--- config.mk ---
export PLATFORM = sky130hd
export DESIGN_NAME = gsc_counter
export DESIGN_NICKNAME = d
export VERILOG_FILES = /design/src/rtl/gsc_pkg.sv /design/src/rtl/gsc_counter.sv
export SDC_FILE = /design/constraint.sdc
export NUM_CORES = 1
export LEC_CHECK = 0
export BUFFER_PORTS_ARGS = -buffer_cell sky130_fd_sc_hd__buf_2
export CORE_MARGIN = 8
export CORE_UTILIZATION = 50
export DETAILED_ROUTE_END_ITERATION = 12
export PLACE_DENSITY_LB_ADDON = 0.25
export SYNTH_ARGS = -nofsm -noshare
export SYNTH_HDL_FRONTEND = slang
export SYNTH_SLANG_ARGS = --single-unit
--- constraint.sdc ---
create_clock -name pclk -period 3.4 [get_ports pclk]
set_input_delay 0.68 -clock pclk [delete_from_list [all_inputs] [get_ports pclk]]
set_output_delay 0.68 -clock pclk [all_outputs]
set_load 0.1 [all_outputs]
--- src/rtl/gsc_pkg.sv ---
// Package for the gated sixteen-bit counter: register map, fields, reset values
package gsc_pkg;
    // ------------------------------------------------------------
    // Register byte offsets
    // ------------------------------------------------------------
    localparam logic [7:0] GSC_OFS_CTRL   = 8'h00;
    localparam logic [7:0] GSC_OFS_GATE   = 8'h04;
    localparam logic [7:0] GSC_OFS_CNT_LO = 8'h08;
    localparam logic [7:0] GSC_OFS_CNT_HI = 8'h0C;
    localparam logic [7:0] GSC_OFS_FLAG   = 8'h10;
    localparam logic [7:0] GSC_OFS_IEN    = 8'h14;
    localparam logic [7:0] GSC_OFS_CORE   = 8'h18;

    // ------------------------------------------------------------
    // Field positions
    // ------------------------------------------------------------
    localparam int GSC_FLAG_OVF  = 0;
    localparam int GSC_FLAG_GATE = 7;
    localparam int GSC_CORE_PERIPHERAL_IRQ_ENABLE = 6;
    localparam int GSC_CORE_GIE  = 7;
    localparam int GSC_GATE_VAL  = 2;

    // ------------------------------------------------------------
    // Encodings, counts and reset values
    // ------------------------------------------------------------
    localparam logic [1:0] GSC_CS_INSTR = 2'h0;
    localparam logic [1:0] GSC_CS_SYS   = 2'h1;
    localparam logic [1:0] GSC_CS_EXT   = 2'h2;
    localparam logic [1:0] GSC_CS_LFOSC = 2'h3;
    localparam logic [1:0] GSC_GS_PIN   = 2'h0;
    localparam logic [1:0] GSC_GS_WRAP  = 2'h1;
    localparam logic [1:0] GSC_GS_CMP1  = 2'h2;
    localparam logic [1:0] GSC_GS_CMP2  = 2'h3;
    localparam logic [1:0] GSC_INSTR_DIV_LAST = 2'h3;
    localparam logic [7:0] GSC_TMR8_MAX  = 8'hFF;
    localparam logic [15:0] GSC_CNT_MAX  = 16'hFFFF;
    localparam logic [15:0] GSC_CNT_RST  = 16'h0000;

    // ------------------------------------------------------------
    // Control carriers
    // ------------------------------------------------------------
    typedef struct packed {
        logic [1:0] clk_src;
        logic [1:0] prescale;
        logic       pad3;
        logic       sync_bypass;
        logic       pad1;
        logic       counter_on;
    } gsc_ctrl_t;

    typedef struct packed {
        logic       gate_en;
        logic       gate_pol;
        logic       toggle_en;
        logic       single_en;
        logic       arm;
        logic       level;
        logic [1:0] gate_src;
    } gsc_gate_t;

    localparam gsc_ctrl_t GSC_CTRL_RST = 8'h00;
    localparam gsc_gate_t GSC_GATE_RST = 8'h00;
endpackage : gsc_pkg

--- src/rtl/gsc_counter.sv ---
// Gated sixteen-bit counter with APB register access
//
// Design decisions made here: the register offsets and the APB slave port.
`timescale 1ns/1ps
module gsc_counter
    import gsc_pkg::*;
(
    input  wire logic        pclk,
    input  wire logic        presetn,
    input  wire logic        psel,
    input  wire logic        penable,
    input  wire logic        pwrite,
    input  wire logic [7:0]  paddr,
    input  wire logic [31:0] pwdata,
    output logic             pready,
    output logic [31:0]      prdata,
    output logic             pslverr,
    input  wire logic        external_count_input,
    input  wire logic        low_freq_internal_osc,
    input  wire logic        gate_pin,
    input  wire logic [7:0]  eight_bit_timer_count,
    input  wire logic        comparator_one_output,
    input  wire logic        comparator_two_output,
    input  wire logic        sleep_mode,
    output logic             irq,
    output logic             wake
);
    // ------------------------------------------------------------
    // Register state
    // ------------------------------------------------------------
    gsc_ctrl_t   ctrl;
    gsc_gate_t   gate;
    logic [15:0] count;
    logic        overflow_flag;
    logic        gate_event_flag;
    logic        overflow_irq_enable;
    logic        gate_event_irq_enable;
    logic        peripheral_irq_enable;
    logic        global_irq_enable;

    logic        wr_en;
    logic        wr_lo;
    logic        wr_hi;
    logic        mapped;

    function automatic logic is_mapped(input logic [7:0] a);
        return a == GSC_OFS_CTRL || a == GSC_OFS_GATE || a == GSC_OFS_CNT_LO ||
               a == GSC_OFS_CNT_HI || a == GSC_OFS_FLAG || a == GSC_OFS_IEN ||
               a == GSC_OFS_CORE;
    endfunction : is_mapped

    assign mapped = is_mapped(paddr);
    assign wr_en  = psel && penable && pready && pwrite && mapped;
    assign wr_lo  = wr_en && paddr == GSC_OFS_CNT_LO;
    assign wr_hi  = wr_en && paddr == GSC_OFS_CNT_HI;

    // ------------------------------------------------------------
    // APB slave: no wait state, answer in access phase
    // ------------------------------------------------------------
    always_ff @(posedge pclk or negedge presetn) begin
        if (!presetn) begin
            pready  <= 1'b0;
            pslverr <= 1'b0;
            prdata  <= 32'h0000_0000;
        end else begin
            pready  <= psel && !penable;
            pslverr <= psel && !penable && !mapped;
            prdata  <= 32'h0000_0000;
            if (psel && !penable && !pwrite) begin
                unique case (paddr)
                    GSC_OFS_CTRL:   prdata[7:0] <= ctrl & 8'hF5;
                    GSC_OFS_GATE:   prdata[7:0] <= gate;
                    GSC_OFS_CNT_LO: prdata[7:0] <= count[7:0];
                    GSC_OFS_CNT_HI: prdata[7:0] <= count[15:8];
                    GSC_OFS_FLAG: begin
                        prdata[GSC_FLAG_OVF]  <= overflow_flag;
                        prdata[GSC_FLAG_GATE] <= gate_event_flag;
                    end
                    GSC_OFS_IEN: begin
                        prdata[GSC_FLAG_OVF]  <= overflow_irq_enable;
                        prdata[GSC_FLAG_GATE] <= gate_event_irq_enable;
                    end
                    GSC_OFS_CORE: begin
                        prdata[GSC_CORE_PERIPHERAL_IRQ_ENABLE] <= peripheral_irq_enable;
                        prdata[GSC_CORE_GIE]  <= global_irq_enable;
                    end
                    default: prdata <= 32'h0000_0000;
                endcase
            end
        end
    end

    always_ff @(posedge pclk or negedge presetn) begin
        if (!presetn) begin
            ctrl                  <= GSC_CTRL_RST;
            overflow_irq_enable   <= 1'b0;
            gate_event_irq_enable <= 1'b0;
            peripheral_irq_enable <= 1'b0;
            global_irq_enable     <= 1'b0;
        end else if (wr_en) begin
            if (paddr == GSC_OFS_CTRL) ctrl <= pwdata[7:0] & 8'hF5;
            if (paddr == GSC_OFS_IEN) begin
                overflow_irq_enable   <= pwdata[GSC_FLAG_OVF];
                gate_event_irq_enable <= pwdata[GSC_FLAG_GATE];
            end
            if (paddr == GSC_OFS_CORE) begin
                peripheral_irq_enable <= pwdata[GSC_CORE_PERIPHERAL_IRQ_ENABLE];
                global_irq_enable     <= pwdata[GSC_CORE_GIE];
            end
        end
    end

    // ------------------------------------------------------------
    // Count clock sources
    // ------------------------------------------------------------
    logic [1:0] instr_div;
    logic       ext_s1;
    logic       ext_s2;
    logic       ext_prev;
    logic       lf_prev;
    logic       ext_lvl;
    logic       src_edge;
    logic       async_ext;

    always_ff @(posedge pclk or negedge presetn) begin
        if (!presetn) instr_div <= 2'h0;
        else          instr_div <= instr_div + 2'h1;
    end

    // Edge trackers run in sleep too so no edge is invented on wake
    always_ff @(posedge pclk or negedge presetn) begin
        if (!presetn) begin
            ext_s1   <= 1'b0;
            ext_s2   <= 1'b0;
            ext_prev <= 1'b0;
            lf_prev  <= 1'b0;
        end else begin
            ext_s1   <= external_count_input;
            ext_s2   <= ext_s1;
            ext_prev <= ext_lvl;
            lf_prev  <= low_freq_internal_osc;
        end
    end

    // Path switch can drop or add one edge when the bypass flips
    assign ext_lvl   = ctrl.sync_bypass ? external_count_input : ext_s2;
    assign async_ext = ctrl.sync_bypass && ctrl.clk_src == GSC_CS_EXT;

    always_comb begin
        unique case (ctrl.clk_src)
            GSC_CS_INSTR: src_edge = instr_div == GSC_INSTR_DIV_LAST;
            GSC_CS_SYS:   src_edge = 1'b1;
            GSC_CS_EXT:   src_edge = ext_lvl && !ext_prev;
            GSC_CS_LFOSC: src_edge = low_freq_internal_osc && !lf_prev;
        endcase
    end

    // ------------------------------------------------------------
    // Prescaler
    // ------------------------------------------------------------
    logic [2:0] presc;
    logic [2:0] presc_mask;
    logic       tick;

    assign presc_mask = 3'((4'h1 << ctrl.prescale) - 4'h1);
    assign tick       = src_edge && (presc & presc_mask) == presc_mask;

    always_ff @(posedge pclk or negedge presetn) begin
        if (!presetn)             presc <= 3'h0;
        else if (wr_lo || wr_hi)  presc <= 3'h0;
        else if (ctrl.counter_on && src_edge) presc <= presc + 3'h1;
    end

    // ------------------------------------------------------------
    // Gate path
    // ------------------------------------------------------------
    logic [7:0] tmr8_prev;
    logic       wrap_pulse;
    logic       gate_raw;
    logic       gate_act;
    logic       gate_act_prev;
    logic       toggle_q;
    logic       gate_tog;
    logic       gate_tog_prev;
    logic       gate_value;
    logic       gate_rise;
    logic       gate_fall;
    logic       sp_window;

    always_ff @(posedge pclk or negedge presetn) begin
        if (!presetn) begin
            tmr8_prev  <= 8'h00;
            wrap_pulse <= 1'b0;
        end else begin
            tmr8_prev  <= eight_bit_timer_count;
            wrap_pulse <= tmr8_prev == GSC_TMR8_MAX && eight_bit_timer_count == 8'h00;
        end
    end

    always_comb begin
        unique case (gate.gate_src)
            GSC_GS_PIN:  gate_raw = gate_pin;
            GSC_GS_WRAP: gate_raw = wrap_pulse;
            GSC_GS_CMP1: gate_raw = comparator_one_output;
            GSC_GS_CMP2: gate_raw = comparator_two_output;
        endcase
    end

    // Active when the level equals the polarity bit
    assign gate_act  = gate_raw == gate.gate_pol;
    assign gate_tog  = gate.toggle_en ? toggle_q : gate_act;
    assign gate_rise = gate_tog && !gate_tog_prev;
    assign gate_fall = !gate_tog && gate_tog_prev;
    assign gate_value = gate.single_en ? sp_window : gate_tog;

    always_ff @(posedge pclk or negedge presetn) begin
        if (!presetn) begin
            gate_act_prev <= 1'b0;
            gate_tog_prev <= 1'b0;
            toggle_q      <= 1'b0;
        end else begin
            gate_act_prev <= gate_act;
            gate_tog_prev <= gate_tog;
            if (!gate.toggle_en || !ctrl.counter_on)
                toggle_q <= 1'b0;
            else if (gate_act && !gate_act_prev)
                toggle_q <= !toggle_q;
        end
    end

    always_ff @(posedge pclk or negedge presetn) begin
        if (!presetn) sp_window <= 1'b0;
        else if (!gate.single_en || gate_fall) sp_window <= 1'b0;
        else if (gate.arm && gate_rise) sp_window <= 1'b1;
    end

    // Gate control register; arm is cleared by hardware on trailing edge
    always_ff @(posedge pclk or negedge presetn) begin
        if (!presetn) begin
            gate <= GSC_GATE_RST;
        end else begin
            if (wr_en && paddr == GSC_OFS_GATE) begin
                gate.gate_en   <= pwdata[7];
                gate.gate_pol  <= pwdata[6];
                gate.toggle_en <= pwdata[5];
                gate.single_en <= pwdata[4];
                gate.arm       <= pwdata[3] && pwdata[4];
                gate.gate_src  <= pwdata[1:0];
            end
            if (gate.single_en && sp_window && gate_fall)
                gate.arm <= 1'b0;
            gate.level <= gate_value;
        end
    end

    // ------------------------------------------------------------
    // Counter and flags
    // ------------------------------------------------------------
    logic count_en;
    logic inc;
    logic ovf_set;
    logic gev_set;
    logic ovf_req;

    assign count_en = ctrl.counter_on && (!gate.gate_en || gate_value);
    assign inc      = count_en && tick && (!sleep_mode || async_ext);
    assign ovf_set  = inc && !wr_lo && !wr_hi && count == GSC_CNT_MAX;
    assign gev_set  = gate.level && !gate_value;
    assign ovf_req  = overflow_flag && overflow_irq_enable && ctrl.counter_on &&
                      peripheral_irq_enable;

    always_ff @(posedge pclk or negedge presetn) begin
        if (!presetn)   count <= GSC_CNT_RST;
        else if (wr_lo) count[7:0] <= pwdata[7:0];
        else if (wr_hi) count[15:8] <= pwdata[7:0];
        else if (inc)   count <= count + 16'h0001;
    end

    // Set wins over a software clear in the same cycle
    always_ff @(posedge pclk or negedge presetn) begin
        if (!presetn) begin
            overflow_flag   <= 1'b0;
            gate_event_flag <= 1'b0;
        end else begin
            if (ovf_set)
                overflow_flag <= 1'b1;
            else if (wr_en && paddr == GSC_OFS_FLAG)
                overflow_flag <= pwdata[GSC_FLAG_OVF];
            if (gev_set)
                gate_event_flag <= 1'b1;
            else if (wr_en && paddr == GSC_OFS_FLAG)
                gate_event_flag <= pwdata[GSC_FLAG_GATE];
        end
    end

    always_ff @(posedge pclk or negedge presetn) begin
        if (!presetn) begin
            irq  <= 1'b0;
            wake <= 1'b0;
        end else begin
            irq  <= global_irq_enable && (ovf_req ||
                    (gate_event_flag && gate_event_irq_enable && peripheral_irq_enable));
            wake <= sleep_mode && ovf_req;
        end
    end

    // ------------------------------------------------------------
    // Assertions
    // ------------------------------------------------------------
    property p_ovf_sets;
        @(posedge pclk) disable iff (!presetn) ovf_set |=> overflow_flag && count == 16'h0000;
    endproperty
    a_ovf_sets: assert property (p_ovf_sets) else $error("overflow not flagged");

    property p_hold_off;
        @(posedge pclk) disable iff (!presetn)
            !ctrl.counter_on && !wr_lo && !wr_hi |=> count == $past(count);
    endproperty
    a_hold_off: assert property (p_hold_off) else $error("count moved while off");

    property p_gate_hold;
        @(posedge pclk) disable iff (!presetn)
            gate.gate_en && !gate_value && !wr_lo && !wr_hi |=> $stable(count);
    endproperty
    a_gate_hold: assert property (p_gate_hold) else $error("count moved gated");

    property p_irq_gie;
        @(posedge pclk) disable iff (!presetn) !global_irq_enable |=> !irq;
    endproperty
    a_irq_gie: assert property (p_irq_gie) else $error("irq without global enable");

    property p_ovf_irq;
        @(posedge pclk) disable iff (!presetn)
            ovf_req && global_irq_enable |=> irq;
    endproperty
    a_ovf_irq: assert property (p_ovf_irq) else $error("overflow irq missing");

    property p_gev;
        @(posedge pclk) disable iff (!presetn)
            $fell(gate.level) |-> gate_event_flag;
    endproperty
    a_gev: assert property (p_gev) else $error("gate event flag missing");

    property p_toggle_clr;
        @(posedge pclk) disable iff (!presetn)
            !gate.toggle_en || !ctrl.counter_on |=> !toggle_q;
    endproperty
    a_toggle_clr: assert property (p_toggle_clr) else $error("toggle not cleared");

    property p_arm_clr;
        @(posedge pclk) disable iff (!presetn)
            gate.single_en && sp_window && gate_fall && !wr_en |=> !gate.arm && !sp_window;
    endproperty
    a_arm_clr: assert property (p_arm_clr) else $error("arm not cleared");

    property p_presc_clr;
        @(posedge pclk) disable iff (!presetn) wr_lo || wr_hi |=> presc == 3'h0;
    endproperty
    a_presc_clr: assert property (p_presc_clr) else $error("prescaler not cleared");

    property p_sleep_sync;
        @(posedge pclk) disable iff (!presetn)
            sleep_mode && !async_ext && !wr_lo && !wr_hi |=> $stable(count);
    endproperty
    a_sleep_sync: assert property (p_sleep_sync) else $error("count moved in sleep");

    property p_wrap;
        @(posedge pclk) disable iff (!presetn)
            tmr8_prev == 8'hFF && eight_bit_timer_count == 8'h00 |=> wrap_pulse;
    endproperty
    a_wrap: assert property (p_wrap) else $error("wrap pulse missing");

    c_overflow: cover property (@(posedge pclk) disable iff (!presetn) ovf_set);
    c_single:   cover property (@(posedge pclk) disable iff (!presetn) $fell(gate.arm));
    c_wake:     cover property (@(posedge pclk) disable iff (!presetn) wake);
    c_toggle:   cover property (@(posedge pclk) disable iff (!presetn) $rose(toggle_q));
endmodule : gsc_counter

==> results by group <==
Place
  – I/O Buffers: 46
  – Dpl cells: 472
  – Gpl congestion: 0.880
  – Placed Area: 3800 um^2
  – Dpl ws: 0.344 ns
  – DP Wirelength: 6310 um

Finish
  – Fill count: 599
  – Area added between synthesis and finish: 12.6%
  – Final Util: 58.5%
  – Ant diodes: 0
  – Net count, final: 449
  – Commonest cells after routing, fill and taps aside: dfrtp_1 (70), buf_2 (46), nor2_1 (32)
  – Commonest non-fill, non-tap cell in the layout: dfrtp_1
  – Share of cells above drive strength 1: 23.8%
  – Non-filler instance count after layout: 487
  – Final Cell Area: 4000 um^2

Critical path
  – Critical setup path kind: flop to flop
  – Crit path to: count[15]
  – Worst setup startpoint: ctrl[2]
  – Setup slack, reg-to-reg: 0.61 ns
  – Worst Path Required: 3.65 ns
  – Setup crit start kind: flop
  – CP peak stage delay: 0.61 ns
  – Reg2Reg Depth: 6
  – Critical path's slowest cell: o311ai_0
  – WP data arrival: 3.04 ns
  – Crit path capture type: flop
  – Crit path max fanout: 17
  – FF-to-FF End: count[15]
  – Critical Path, Cell by Cell: mux2i_1 -> o311ai_0 -> nand2_2 -> or3_1 -> or4_1 -> a31oi_1
  – Reg2reg start: ctrl[2]

Yosys
  – Distinct cells, synth: 46
  – Primary FF master, synth: dfrtp_1
  – Simple-gate share of the synthesized area: 19.9%
  – Yosys warning count: 0
  – XOR/XNOR share of the synthesized area: 2.71%
  – Adder-cell share of the synthesized area: 1.06%
  – Async set-reset flop share out of synthesis: 100%
  – Compound-Gate Fraction of Synth Area: 7.58%
  – Mux cell area share after synthesis: 11.9%
  – Share of the yosys chip area belonging to registers: 49.3%
  – Post-synth EDFFs: 0
  – Synth Cell Area: 3550 um^2
  – #FFs+latches synth: 70
  – Synth Instances: 337
  – Largest family of logic cells by synthesized area: simple AND/OR/NAND/NOR gates
  – Syn_area_per_cell: 10.5 um^2

Timing
  – Slew margin rel.: 56.4%
  – Setup Skew: 0.00925 ns
  – WHS: 0.296 ns
  – Final hold viol count: 0
  – Setup TNS: 0 ns
  – Final Setup Violations: 0
  – Post-layout worst setup margin: 0.607 ns
  – Tmin final: 2.79 ns
  – Fmax: 358 MHz
  – Fin crit share: 82.1%
  – Slew Viols, Final: 0
  – Unrepaired setup endpoints after global routing: no
  – Slew at the pin closest to its max-slew limit: 0.645 ns

Clock tree
  – Root Buffer: clkbuf_8
  – Resized Gates After CTS: 0
  – Post-CTS Setup Bufs: 0
  – CTS H-tree lvls: 3
  – CTS buffer count: 9
  – Clock transition at path regs: 0.08 ns
  – Worst-skew pair later-pin latency: 0.34 ns
  – # hold bufs at CTS: 0
  – Clock sink count: 70
  – CTS tree: done
  – Max clock buf depth: 2

Die
  – Initial core utilization: 52.0%
  – Die area: 10100 um^2
  – Die Y: 100 um
  – Core Region: 6830 um^2
  – Core Rows: 30
  – Die X: 100 um
  – Num ports: 95

Power
  – Total power: 1.73 mW
  – Pwr dens: 434 nW/um^2
  – Peak VDD IR: 0.320 mV
  – Pleak: 1.88 nW

Global routing
  – GR Util All Layers: 18.1%
  – First-pass GRT wire length: 14000 um
  – Global route total overflow: 0
  – Initial antenna violation count: 0
  – Vias in the first global route: 2804
  – Largest net degree at the start of global routing: 26

Detailed routing
  – Via count: 2719
  – DRT iter0 DRCs: 183
  – Vias per inst: 5.58
  – DR WL/cell: 17.6 um
  – DRC: 0
  – Post-DRT Antenna Nets: 0
  – 1st-pass router iterations: 4
  – Detailed Route WL: 8550 um

Flow run
  – Max_cap viols: 0

Hold path
  – Hold Crit Class: input port to async pin

Outcome
  – Status: completed
## per-layer routing
metal	wire, um	vias to the layer above	GRT usage (%)	share of wire, %
met5	0	-	0	0
met4	212	0	9.77	2.5
met3	599	16	4.57	7.0
li1	-	1274	-	-
met1	3730	1327	22.1	44
met2	4010	102	28.7	47
## cell usage after synthesis (2+ instances only)
cell type  count  area share [%]
xor2_1         5             1.2
inv_1          9            0.95
a21oi_1       10             1.4
nor2_1        32             3.4
buf_4         25             5.3
mux2i_1        8             2.3
mux2_2        18             5.7
nand2b_1       4            0.70
a31oi_1        6             1.1
ha_1           3             1.1
dfrtp_1       70              49
o31ai_1        2            0.42
and3_1         8             1.4
nand3_1       23             3.2
o21ai_0       10             1.4
xnor2_1        6             1.5
nand2_1       20             2.1
nand4_1        7             1.2
buf_2          2            0.28
nor4_1         9             1.6
or3_1          3            0.53
clkbuf_1       9            0.95
o311ai_0       6             1.5
nor2b_1        8             1.4
nor3b_1        2            0.42
a22oi_1        2            0.42
or4_1          7             1.5
mux4_2         5             3.2
## cells by family after synthesis
logic type	Yosys count
AO/OA/AOI/OAI	42
XOR/XNOR	11
adder cells (fa/ha/maj)	3
buffers and inverters	45
flip-flops	70
multiplexers	32
other	1
AND/OR/NAND/NOR	133
## worst min-delay path by stage
stage | startpoint | end | slack (ns)
finish | presetn | wake | 0.30
CTS | presetn | global_irq_enable | 0.30
floorplan | ext_s1 | ext_s2 | 0.33
detailed placement | ext_s1 | ext_s2 | 0.34
global placement | ext_s1 | ext_s2 | 0.34
global route | presetn | wake | 0.32
## report_power, final
group | internal [mW] | switching [mW] | leakage (nW)
sequential | 0.844 | 0.00635 | 0.932
clock | 0.356 | 0.317 | 0.0948
combinational | 0.0315 | 0.179 | 0.858
total | 1.23 | 0.502 | 1.88
## worst max-delay path: cells and delay by family, from the launching register on
family | cells | cell delay, ns
simple gates | 3 | 1.30
compound gates | 2 | 0.81
flops | 1 | 0.44
mux | 1 | 0.16
## layout make-up
class                   count  area [um^2]  share of cell area, %
clock buffers              10          138                   3.44
clock inverters             5         58.8                   1.47
inverters                   9         33.8                  0.845
multi-input cells         245         1620                   40.5
flip-flops and latches     70         1750                   43.8
well taps                  96          120                   3.00
repair buffers             52          275                   6.89
## sequential cells by signal, summed over array words and instances, names as in the netlist, 2 cells and up
name       flops
presc          3
gate           8
count         16
instr_div      2
tmr8_prev      8
prdata         8
ctrl           6
No activity file was read; power rests on OpenSTA's default activity.
